**config.mk**
```make
export PLATFORM = sky130hd
export DESIGN_NAME = afe_control_register_bank
export DESIGN_NICKNAME = d
export VERILOG_FILES = /design/src/pkg/afe_pkg.sv /design/src/rtl/afe_control_register_bank.sv
export SDC_FILE = /design/constraint.sdc
export NUM_CORES = 1
export LEC_CHECK = 0
export ABC_AREA = 1
export BUFFER_PORTS_ARGS = -buffer_cell sky130_fd_sc_hd__buf_4
export CAP_MARGIN = 20
export CORE_MARGIN = 5
export CORE_UTILIZATION = 49
export CTS_CLUSTER_SIZE = 28
export DETAILED_ROUTE_END_ITERATION = 10
export GPL_TIMING_DRIVEN = 0
export PLACE_DENSITY = 0.66
export SYNTH_ARGS = -nofsm -noshare
export SYNTH_HDL_FRONTEND = slang
export SYNTH_SLANG_ARGS = --single-unit
```
**constraint.sdc**
```tcl
create_clock -name clk -period 3.84 [get_ports clk]
set_input_delay 0.576 -clock clk [delete_from_list [all_inputs] [get_ports clk]]
set_output_delay 0.576 -clock clk [all_outputs]
set_load 0.005 [all_outputs]
```
**src/pkg/afe_pkg.sv**
```systemverilog
// Package for the front-end configuration register bank.
// Assumes a single 25 MHz clock and serial pins already synchronous to it.
package afe_pkg;
   // Register addresses, 13-bit as carried in the instruction header
   localparam logic [12:0] ADDR_INTERFACE_FORMAT = 13'h0000;
   localparam logic [12:0] ADDR_DEFAULT_TRIGGER = 13'h0001;
   localparam logic [12:0] ADDR_PART_CODE_LOW = 13'h0004;
   localparam logic [12:0] ADDR_PART_CODE_HIGH = 13'h0005;
   localparam logic [12:0] ADDR_SILICON_REVISION = 13'h0006;
   localparam logic [12:0] ADDR_OFFSET_TRIM_CH_A = 13'h0010;
   localparam logic [12:0] ADDR_OFFSET_TRIM_CH_B = 13'h0011;
   localparam logic [12:0] ADDR_OFFSET_TRIM_CH_C = 13'h0012;
   localparam logic [12:0] ADDR_OFFSET_TRIM_CH_D = 13'h0013;
   localparam logic [12:0] ADDR_STAGE_BIAS_MODES = 13'h0014;
   localparam logic [12:0] ADDR_CHANNEL_GAIN_CODES = 13'h0015;
   localparam logic [12:0] ADDR_CHANNEL_ENABLES = 13'h0017;
   localparam logic [12:0] ADDR_BIAS_GENERATOR_ENABLE = 13'h0018;
   localparam logic [12:0] ADDR_SPARE_PIN_WRITE = 13'h001D;
   localparam logic [12:0] ADDR_SPARE_PIN_READ = 13'h001E;

   // Values after reset
   localparam logic [7:0] RST_INTERFACE_FORMAT = 8'h00;
   localparam logic [5:0] RST_OFFSET_TRIM = 6'h20;
   localparam logic [3:0] RST_STAGE_BIAS_MODES = 4'hA;
   localparam logic [7:0] RST_CHANNEL_GAIN_CODES = 8'h00;
   localparam logic [3:0] RST_CHANNEL_ENABLES = 4'h0;
   localparam logic [0:0] RST_BIAS_GENERATOR_ENABLE = 1'h0;
   localparam logic [1:0] RST_SPARE_PIN_WRITE = 2'h0;
   localparam logic [0:0] RST_SPARE_PIN_READ = 1'h0;

   // Field positions
   localparam int BIT_ORDER_UPPER_POS = 5;
   localparam int BIT_ORDER_LOWER_POS = 2;
   localparam int DEFAULT_TRIGGER_POS = 0;
   localparam int SPARE_MODE_POS = 0;
   localparam int SPARE_VALUE_POS = 1;
   localparam int HDR_READ_POS = 15;

   // Frame lengths in serial clock edges
   localparam logic [4:0] HEADER_BITS = 5'h10;
   localparam logic [4:0] FRAME_BITS = 5'h18;

   typedef enum logic [1:0] {
      AFE_ST_IDLE = 2'b00,
      AFE_ST_HEADER = 2'b01,
      AFE_ST_DATA = 2'b10,
      AFE_ST_DONE = 2'b11
   } afe_spi_state_t;
endpackage

```
**src/rtl/afe_control_register_bank.sv**
```systemverilog
// Configuration register bank of a four-channel receive front end, with its serial port.
// Assumes spi_* pins synchronous to clk and serial clock below half the clk rate.
`timescale 1ns/1ps

// Summary of operation
// - Self-reset bit restores all register defaults
// - Bit-order copies: one LSB first, zero MSB
// - Format register mirror-symmetric, written first by host
// - Four 6-bit offset trims, reset 0x20
// - Bias register two 2-bit modes, reset 0x0A
// - Gain register four 2-bit codes, reset zero
// - Channel enables bits 3:0, reset zero
// - Bias generator enable bit 0, reset zero
// - Two read-only part code bytes
// - Read-only revision register reads zero
// - Spare write: mode bit 0, value bit 1
// - Spare read reports sampled pin at bit 0
// - 16-bit header then eight data bits
// - Gain code per channel at ascending bit pairs
module afe_control_register_bank
   import afe_pkg::*;
#(
   parameter logic [7:0] PART_CODE_LOW_VALUE = 8'h5A,  // Arbitrary value
   parameter logic [7:0] PART_CODE_HIGH_VALUE = 8'hC3, // Arbitrary value
   parameter logic [7:0] SILICON_REVISION_VALUE = 8'h00
) (
   input wire logic clk,
   input wire logic reset,
   input wire logic spi_cs_n,
   input wire logic spi_sclk,
   input wire logic spi_sdi,
   output logic spi_sdo,
   output logic spi_sdo_oe,
   input wire logic spare_pin_in,
   output logic spare_pin_out,
   output logic spare_pin_oe,
   output logic [5:0] offset_trim_ch_a,
   output logic [5:0] offset_trim_ch_b,
   output logic [5:0] offset_trim_ch_c,
   output logic [5:0] offset_trim_ch_d,
   output logic [1:0] second_stage_bias_mode,
   output logic [1:0] first_stage_bias_mode,
   output logic [1:0] gain_code_ch_a,
   output logic [1:0] gain_code_ch_b,
   output logic [1:0] gain_code_ch_c,
   output logic [1:0] gain_code_ch_d,
   output logic [3:0] channel_enables,
   output logic bias_generator_enable
);

   // Register state
   logic [7:0] format_reg, format_next;
   logic srst_reg, srst_next;
   logic [5:0] trim_reg [4];
   logic [5:0] trim_next [4];
   logic [3:0] bias_reg, bias_next;
   logic [7:0] gain_reg, gain_next;
   logic [3:0] chen_reg, chen_next;
   logic [0:0] bgen_reg, bgen_next;
   logic [1:0] spare_wr_reg, spare_wr_next;
   logic [0:0] spare_rd_reg, spare_rd_next;

   // Serial engine state
   afe_spi_state_t state_reg, state_next;
   logic sclk_q_reg, sclk_q_next;
   logic [4:0] cnt_reg, cnt_next;
   logic [15:0] shift_reg, shift_next;
   logic is_read_reg, is_read_next;
   logic [12:0] addr_reg, addr_next;
   logic [7:0] rd_sh_reg, rd_sh_next;
   logic sdo_reg, sdo_next;
   logic oe_reg, oe_next;
   logic wr_stb_reg, wr_stb_next;
   logic [7:0] wr_data_reg, wr_data_next;

   logic lsb_first;
   logic sclk_rise;
   logic sclk_fall;

   // Mirrored copies swap places under a wrong order, so either one selects it
   assign lsb_first = format_reg[BIT_ORDER_UPPER_POS] | format_reg[BIT_ORDER_LOWER_POS];
   assign sclk_rise = spi_sclk & ~sclk_q_reg;
   assign sclk_fall = ~spi_sclk & sclk_q_reg;

   // One serial bit into the shift register, in the selected order
   function automatic logic [15:0] shift_in(input logic [15:0] old, input logic din,
                                            input logic lsb);
      if (lsb) begin
         shift_in = {din, old[15:1]};
      end else begin
         shift_in = {old[14:0], din};
      end
   endfunction

   // Read-back mux; unmapped addresses and unused bits give zero
   function automatic logic [7:0] read_value(input logic [12:0] a);
      case (a)
         ADDR_INTERFACE_FORMAT: read_value = format_reg;
         ADDR_DEFAULT_TRIGGER: read_value = {7'h00, srst_reg};
         ADDR_PART_CODE_LOW: read_value = PART_CODE_LOW_VALUE;
         ADDR_PART_CODE_HIGH: read_value = PART_CODE_HIGH_VALUE;
         ADDR_SILICON_REVISION: read_value = SILICON_REVISION_VALUE;
         ADDR_OFFSET_TRIM_CH_A: read_value = {2'h0, trim_reg[0]};
         ADDR_OFFSET_TRIM_CH_B: read_value = {2'h0, trim_reg[1]};
         ADDR_OFFSET_TRIM_CH_C: read_value = {2'h0, trim_reg[2]};
         ADDR_OFFSET_TRIM_CH_D: read_value = {2'h0, trim_reg[3]};
         ADDR_STAGE_BIAS_MODES: read_value = {4'h0, bias_reg};
         ADDR_CHANNEL_GAIN_CODES: read_value = gain_reg;
         ADDR_CHANNEL_ENABLES: read_value = {4'h0, chen_reg};
         ADDR_BIAS_GENERATOR_ENABLE: read_value = {7'h00, bgen_reg};
         ADDR_SPARE_PIN_WRITE: read_value = {6'h00, spare_wr_reg};
         ADDR_SPARE_PIN_READ: read_value = {7'h00, spare_rd_reg};
         default: read_value = 8'h00;
      endcase
   endfunction

   // Serial frame engine: header, then one data byte
   always_comb begin
      logic [15:0] sh;
      sh = shift_in(shift_reg, spi_sdi, lsb_first);
      state_next = state_reg;
      sclk_q_next = spi_sclk;
      cnt_next = cnt_reg;
      shift_next = shift_reg;
      is_read_next = is_read_reg;
      addr_next = addr_reg;
      rd_sh_next = rd_sh_reg;
      sdo_next = sdo_reg;
      oe_next = oe_reg;
      wr_stb_next = 1'b0;
      wr_data_next = wr_data_reg;
      if (spi_cs_n) begin
         // Deselect aborts any partial frame; nothing is written
         state_next = AFE_ST_IDLE;
         cnt_next = 5'h00;
         sdo_next = 1'b0;
         oe_next = 1'b0;
      end else begin
         case (state_reg)
            AFE_ST_IDLE: begin
               state_next = AFE_ST_HEADER;
               cnt_next = 5'h00;
            end
            AFE_ST_HEADER: begin
               if (sclk_rise) begin
                  shift_next = sh;
                  cnt_next = cnt_reg + 5'h01;
                  if (cnt_reg == HEADER_BITS - 5'h01) begin
                     // Byte count bits are not acted on: one register per frame
                     is_read_next = sh[HDR_READ_POS];
                     addr_next = sh[12:0];
                     rd_sh_next = read_value(sh[12:0]);
                     oe_next = sh[HDR_READ_POS];
                     state_next = AFE_ST_DATA;
                  end
               end
            end
            AFE_ST_DATA: begin
               if (sclk_rise) begin
                  shift_next = sh;
                  cnt_next = cnt_reg + 5'h01;
                  if (cnt_reg == FRAME_BITS - 5'h01) begin
                     state_next = AFE_ST_DONE;
                     wr_stb_next = ~is_read_reg;
                     wr_data_next = lsb_first ? sh[15:8] : sh[7:0];
                  end
               end
               // Read data changes on the falling edge for the host to sample on rising
               if (sclk_fall && is_read_reg) begin
                  if (lsb_first) begin
                     sdo_next = rd_sh_reg[0];
                     rd_sh_next = {1'b0, rd_sh_reg[7:1]};
                  end else begin
                     sdo_next = rd_sh_reg[7];
                     rd_sh_next = {rd_sh_reg[6:0], 1'b0};
                  end
               end
            end
            AFE_ST_DONE: begin
               // Extra clocks ignored until deselect
               state_next = AFE_ST_DONE;
            end
            default: begin
               state_next = AFE_ST_IDLE;
            end
         endcase
      end
   end

   always_ff @(posedge clk) begin
      if (reset) begin
         state_reg <= AFE_ST_IDLE;
         sclk_q_reg <= 1'b0;
         cnt_reg <= 5'h00;
         shift_reg <= 16'h0000;
         is_read_reg <= 1'b0;
         addr_reg <= 13'h0000;
         rd_sh_reg <= 8'h00;
         sdo_reg <= 1'b0;
         oe_reg <= 1'b0;
         wr_stb_reg <= 1'b0;
         wr_data_reg <= 8'h00;
      end else begin
         state_reg <= state_next;
         sclk_q_reg <= sclk_q_next;
         cnt_reg <= cnt_next;
         shift_reg <= shift_next;
         is_read_reg <= is_read_next;
         addr_reg <= addr_next;
         rd_sh_reg <= rd_sh_next;
         sdo_reg <= sdo_next;
         oe_reg <= oe_next;
         wr_stb_reg <= wr_stb_next;
         wr_data_reg <= wr_data_next;
      end
   end

   // Register file: software reset first, then a completed write frame
   always_comb begin
      format_next = format_reg;
      srst_next = 1'b0;
      trim_next = trim_reg;
      bias_next = bias_reg;
      gain_next = gain_reg;
      chen_next = chen_reg;
      bgen_next = bgen_reg;
      spare_wr_next = spare_wr_reg;
      spare_rd_next = spare_pin_in;
      if (srst_reg) begin
         // Whole bank to defaults; the trigger itself drops here
         format_next = RST_INTERFACE_FORMAT;
         trim_next = '{4{RST_OFFSET_TRIM}};
         bias_next = RST_STAGE_BIAS_MODES;
         gain_next = RST_CHANNEL_GAIN_CODES;
         chen_next = RST_CHANNEL_ENABLES;
         bgen_next = RST_BIAS_GENERATOR_ENABLE;
         spare_wr_next = RST_SPARE_PIN_WRITE;
         srst_next = 1'b0;
      end else if (wr_stb_reg) begin
         case (addr_reg)
            ADDR_INTERFACE_FORMAT: format_next = wr_data_reg;
            ADDR_DEFAULT_TRIGGER: srst_next = wr_data_reg[DEFAULT_TRIGGER_POS];
            ADDR_OFFSET_TRIM_CH_A: trim_next[0] = wr_data_reg[5:0];
            ADDR_OFFSET_TRIM_CH_B: trim_next[1] = wr_data_reg[5:0];
            ADDR_OFFSET_TRIM_CH_C: trim_next[2] = wr_data_reg[5:0];
            ADDR_OFFSET_TRIM_CH_D: trim_next[3] = wr_data_reg[5:0];
            ADDR_STAGE_BIAS_MODES: bias_next = wr_data_reg[3:0];
            ADDR_CHANNEL_GAIN_CODES: gain_next = wr_data_reg;
            ADDR_CHANNEL_ENABLES: chen_next = wr_data_reg[3:0];
            ADDR_BIAS_GENERATOR_ENABLE: bgen_next = wr_data_reg[0:0];
            ADDR_SPARE_PIN_WRITE: spare_wr_next = wr_data_reg[1:0];
            default: begin
               // Read-only and unmapped addresses drop the data
               format_next = format_reg;
            end
         endcase
      end
   end

   // Hardware reset pin and storage
   always_ff @(posedge clk) begin
      if (reset) begin
         format_reg <= RST_INTERFACE_FORMAT;
         srst_reg <= 1'b0;
         trim_reg <= '{4{RST_OFFSET_TRIM}};
         bias_reg <= RST_STAGE_BIAS_MODES;
         gain_reg <= RST_CHANNEL_GAIN_CODES;
         chen_reg <= RST_CHANNEL_ENABLES;
         bgen_reg <= RST_BIAS_GENERATOR_ENABLE;
         spare_wr_reg <= RST_SPARE_PIN_WRITE;
         spare_rd_reg <= RST_SPARE_PIN_READ;
      end else begin
         format_reg <= format_next;
         srst_reg <= srst_next;
         trim_reg <= trim_next;
         bias_reg <= bias_next;
         gain_reg <= gain_next;
         chen_reg <= chen_next;
         bgen_reg <= bgen_next;
         spare_wr_reg <= spare_wr_next;
         spare_rd_reg <= spare_rd_next;
      end
   end

   // Outputs straight from flops; sharing an output bus is left to the system
   assign spi_sdo = sdo_reg;
   assign spi_sdo_oe = oe_reg;
   assign spare_pin_out = spare_wr_reg[SPARE_VALUE_POS];
   assign spare_pin_oe = spare_wr_reg[SPARE_MODE_POS];
   assign offset_trim_ch_a = trim_reg[0];
   assign offset_trim_ch_b = trim_reg[1];
   assign offset_trim_ch_c = trim_reg[2];
   assign offset_trim_ch_d = trim_reg[3];
   assign second_stage_bias_mode = bias_reg[3:2];
   assign first_stage_bias_mode = bias_reg[1:0];
   assign gain_code_ch_a = gain_reg[1:0];
   assign gain_code_ch_b = gain_reg[3:2];
   assign gain_code_ch_c = gain_reg[5:4];
   assign gain_code_ch_d = gain_reg[7:6];
   assign channel_enables = chen_reg;
   assign bias_generator_enable = bgen_reg[0];

endmodule

```
==> out/metrics.yaml <==
timing:
  finalCriticalPeriod_ns: 2.718
  finalMaxSlewViolations: 0
  fin_skew_ns: 0.008682
  worst_pin_slew_ns: 0.9313
  maxSlewHeadroom_pct: 37.43
  fmax_ghz: 0.3680
  rsz0062_at_grt: "no"
  setup_viol: 0
  hold_viol: 0
  tns_ns: 0
  finalCritPeriodShare_pct: 70.77
logic_synthesis:
  synth_common_cells: "nand2_1, dfxtp_1, nor2_1"
  syn-num-nets: 771
  ys_warn_count: 0
  syn_inst: 758
  ys_ff_latch: 110
  synthTopCellsByArea: "dfxtp_1, nand2_1, o21ai_0"
  yosysMostFrequentCell: "nand2_1"
  synthArstFlopShare_pct: 0
  yosys.area_share.simple_pct: 24.69
  synth_flop_cell: "dfxtp_1"
  syn_avg_cell_area_um2: 6.948
  synth.area.mux_share_pct: 0
  synth_area_leader_cell: "dfxtp_1"
  synth_compound_area_share_pct: 22.50
  synth_top_family_by_area: "simple AND/OR/NAND/NOR gates"
  synth_cell_type_count: 31
  synth_xor_area_share_pct: 0.1663
  synth_area_um2: 5266
  synth-edff-count: 0
  seq_area_frac_synth_pct: 41.82
  synthAdderAreaFrac_pct: 1.663
  synth_top_area_share_pct: 41.82
layout:
  final_nets: 831
  layout-drive-gt1-share_pct: 10.81
  largest_register_ffs: 16
  areaGrowthSynthToFinish_pct: 14.02
  post-route-cell-area_um2: 6005
  fillers: 1038
  antenna_cells: 0
drt:
  drt_iter0_drc: 404
  drt-total-wl_mm: 16.10
  dr.pass1.iters: 5
  viasPerCell: 5.506
  final_antenna_net_count: 0
  post_drt_wl_per_cell_um: 16.79
  drc_errors: 0
  num_vias: 5280
grt:
  grt.busiest_layer: "met2"
  antenna_found_initial: 0
  overflow: 0
  grt_usage_pct: 25.43
  grtUsageMet1_pct: 33.25
  grt_max_degree: 17
  gr-usage-met2_pct: 41.42
  grt_pass1_wl_mm: 25.92
  gr-usage-met3_pct: 3.979
  grt_pass1_vias: 4988
placed_design:
  place_congestion: 0.9221
  dp.final_hpwl_mm: 12.56
  placed_area_um2: 5804
  io_buffers: 49
outcome:
  status: "finished clean"
die:
  initial_core_util_pct: 50.56
  fp.dieH_um: 113.7
  dieArea_um2: 12920
  rows: 37
  io-pin-count: 51
  core_area_um2: 10420
  die_w_um: 113.7
clock_tree:
  cts_buffers: 9
  clock_latency_ns: 0.38
  cts_root_buffer: "clkbuf_8"
  clock_path_buffers: 2
  cts_tree: "yes"
  cts_setup_buffers: 0
  ctsResizeCount: 0
  ctsHoldBuffers: 0
  clk_pin_slew_ns: 0.10
  cts_num_sinks: 110
  h-tree-depth: 3
critical_path:
  critPathKind: "flop to flop"
  cp.arrival_ns: 2.99
  critPathMaxFanout: 9
  critical_path.endpoint_type: "flop"
  crit_required_ns: 4.12
  rr_worst_depth: 11
  critPathLaunchType: "flop"
worst_hold_path:
  worstHoldPathType: "input port to flop"
  min_path_cells: 3
power:
  power.density_nw_per_um2: 354.7
  leakagePower_uw: 0.002534
  ir_drop_mv: 0.2675
job:
  max-cap-violations: 0
[stage by stage]
| step | cells | setup slack [ns] | total power, µW | util [%] | hold slack [ns] |
|---|---|---|---|---|---|
| after CTS | 959 | 1.140 | 2140 | 57.65 | 0.4010 |
| after floorplan | 758 | 1.770 | 1364 | - | 0.4297 |
| after detailed placement | 943 | 1.155 | 1425 | 55.72 | 0.4467 |
| after global routing | 959 | 0.7687 | 2226 | 57.65 | 0.4104 |
| after global placement | 943 | 1.267 | 1422 | 55.72 | 0.4433 |
| final | 959 | 1.122 | 2130 | 57.65 | 0.4124 |
[report_power, final]
group / leakage [µW] / switching, µW / internal, µW
Clock: 0.000106 / 391 / 335
Combinational: 0.00154 / 161 / 67.5
Sequential: 0.000888 / 15.1 / 1160
[critical path: stages (launching register included)]
cell	delay, ns
dfxtp_1	0.38
ha_1	0.18
nand2_1	0.09
nor2_1	0.11
ha_1	0.18
nor2_1	0.07
a211oi_1	0.16
inv_1	0.06
nor3_1	0.71
inv_1	0.34
a31oi_1	0.24
a21oi_1	0.09
[layout make-up]
| cell class | instances | area, µm² | area share [%] |
|---|---|---|---|
| buffer | 26 | 145.1 | 2.417 |
| clock buffer | 12 | 155.1 | 2.584 |
| clock inverter | 4 | 45.04 | 0.7502 |
| inverter | 90 | 337.8 | 5.626 |
| multi-input combinational | 532 | 2581 | 42.99 |
| sequential | 110 | 2202 | 36.67 |
| tap | 136 | 170.2 | 2.834 |
| timing repair buffer | 49 | 367.9 | 6.126 |
[cell families after synthesis]
kind of cell | Yosys count
flops | 110
compound gates | 219
simple gates | 305
xor+xnor | 1
fa+ha+maj | 7
buf+inv | 116
[worst paths after layout]
kind / from / to / slack, ns
worst max-delay path: cnt_reg[0] / rd_sh_reg[7] / 1.12
worst min-delay path: spare_pin_in / spare_rd_reg / 0.41
worst max register to register: cnt_reg[0] / rd_sh_reg[7] / 1.12
worst min register to register: addr_reg[12] / addr_reg[12] / 0.46
[metal layers]
metal  vias to the layer above  share of wire, %
met2                       151                46
met5                         -                 0
met1                      2455                45
met3                        29               5.6
li1                       2645                 -
met4                         0               3.3
[cell usage in the layout, fill, tap and decap left out, types with 18 or more instances in the layout]
master and instances:
a211oi_1 18, dfxtp_1 110, buf_4 51, a21oi_1 70, nor2_1 101, inv_1 86, o21ai_0 95, clkbuf_1 18
a31oi_1 18, nand3_1 26, nand2_1 143
(Power assumes the default switching activity.)
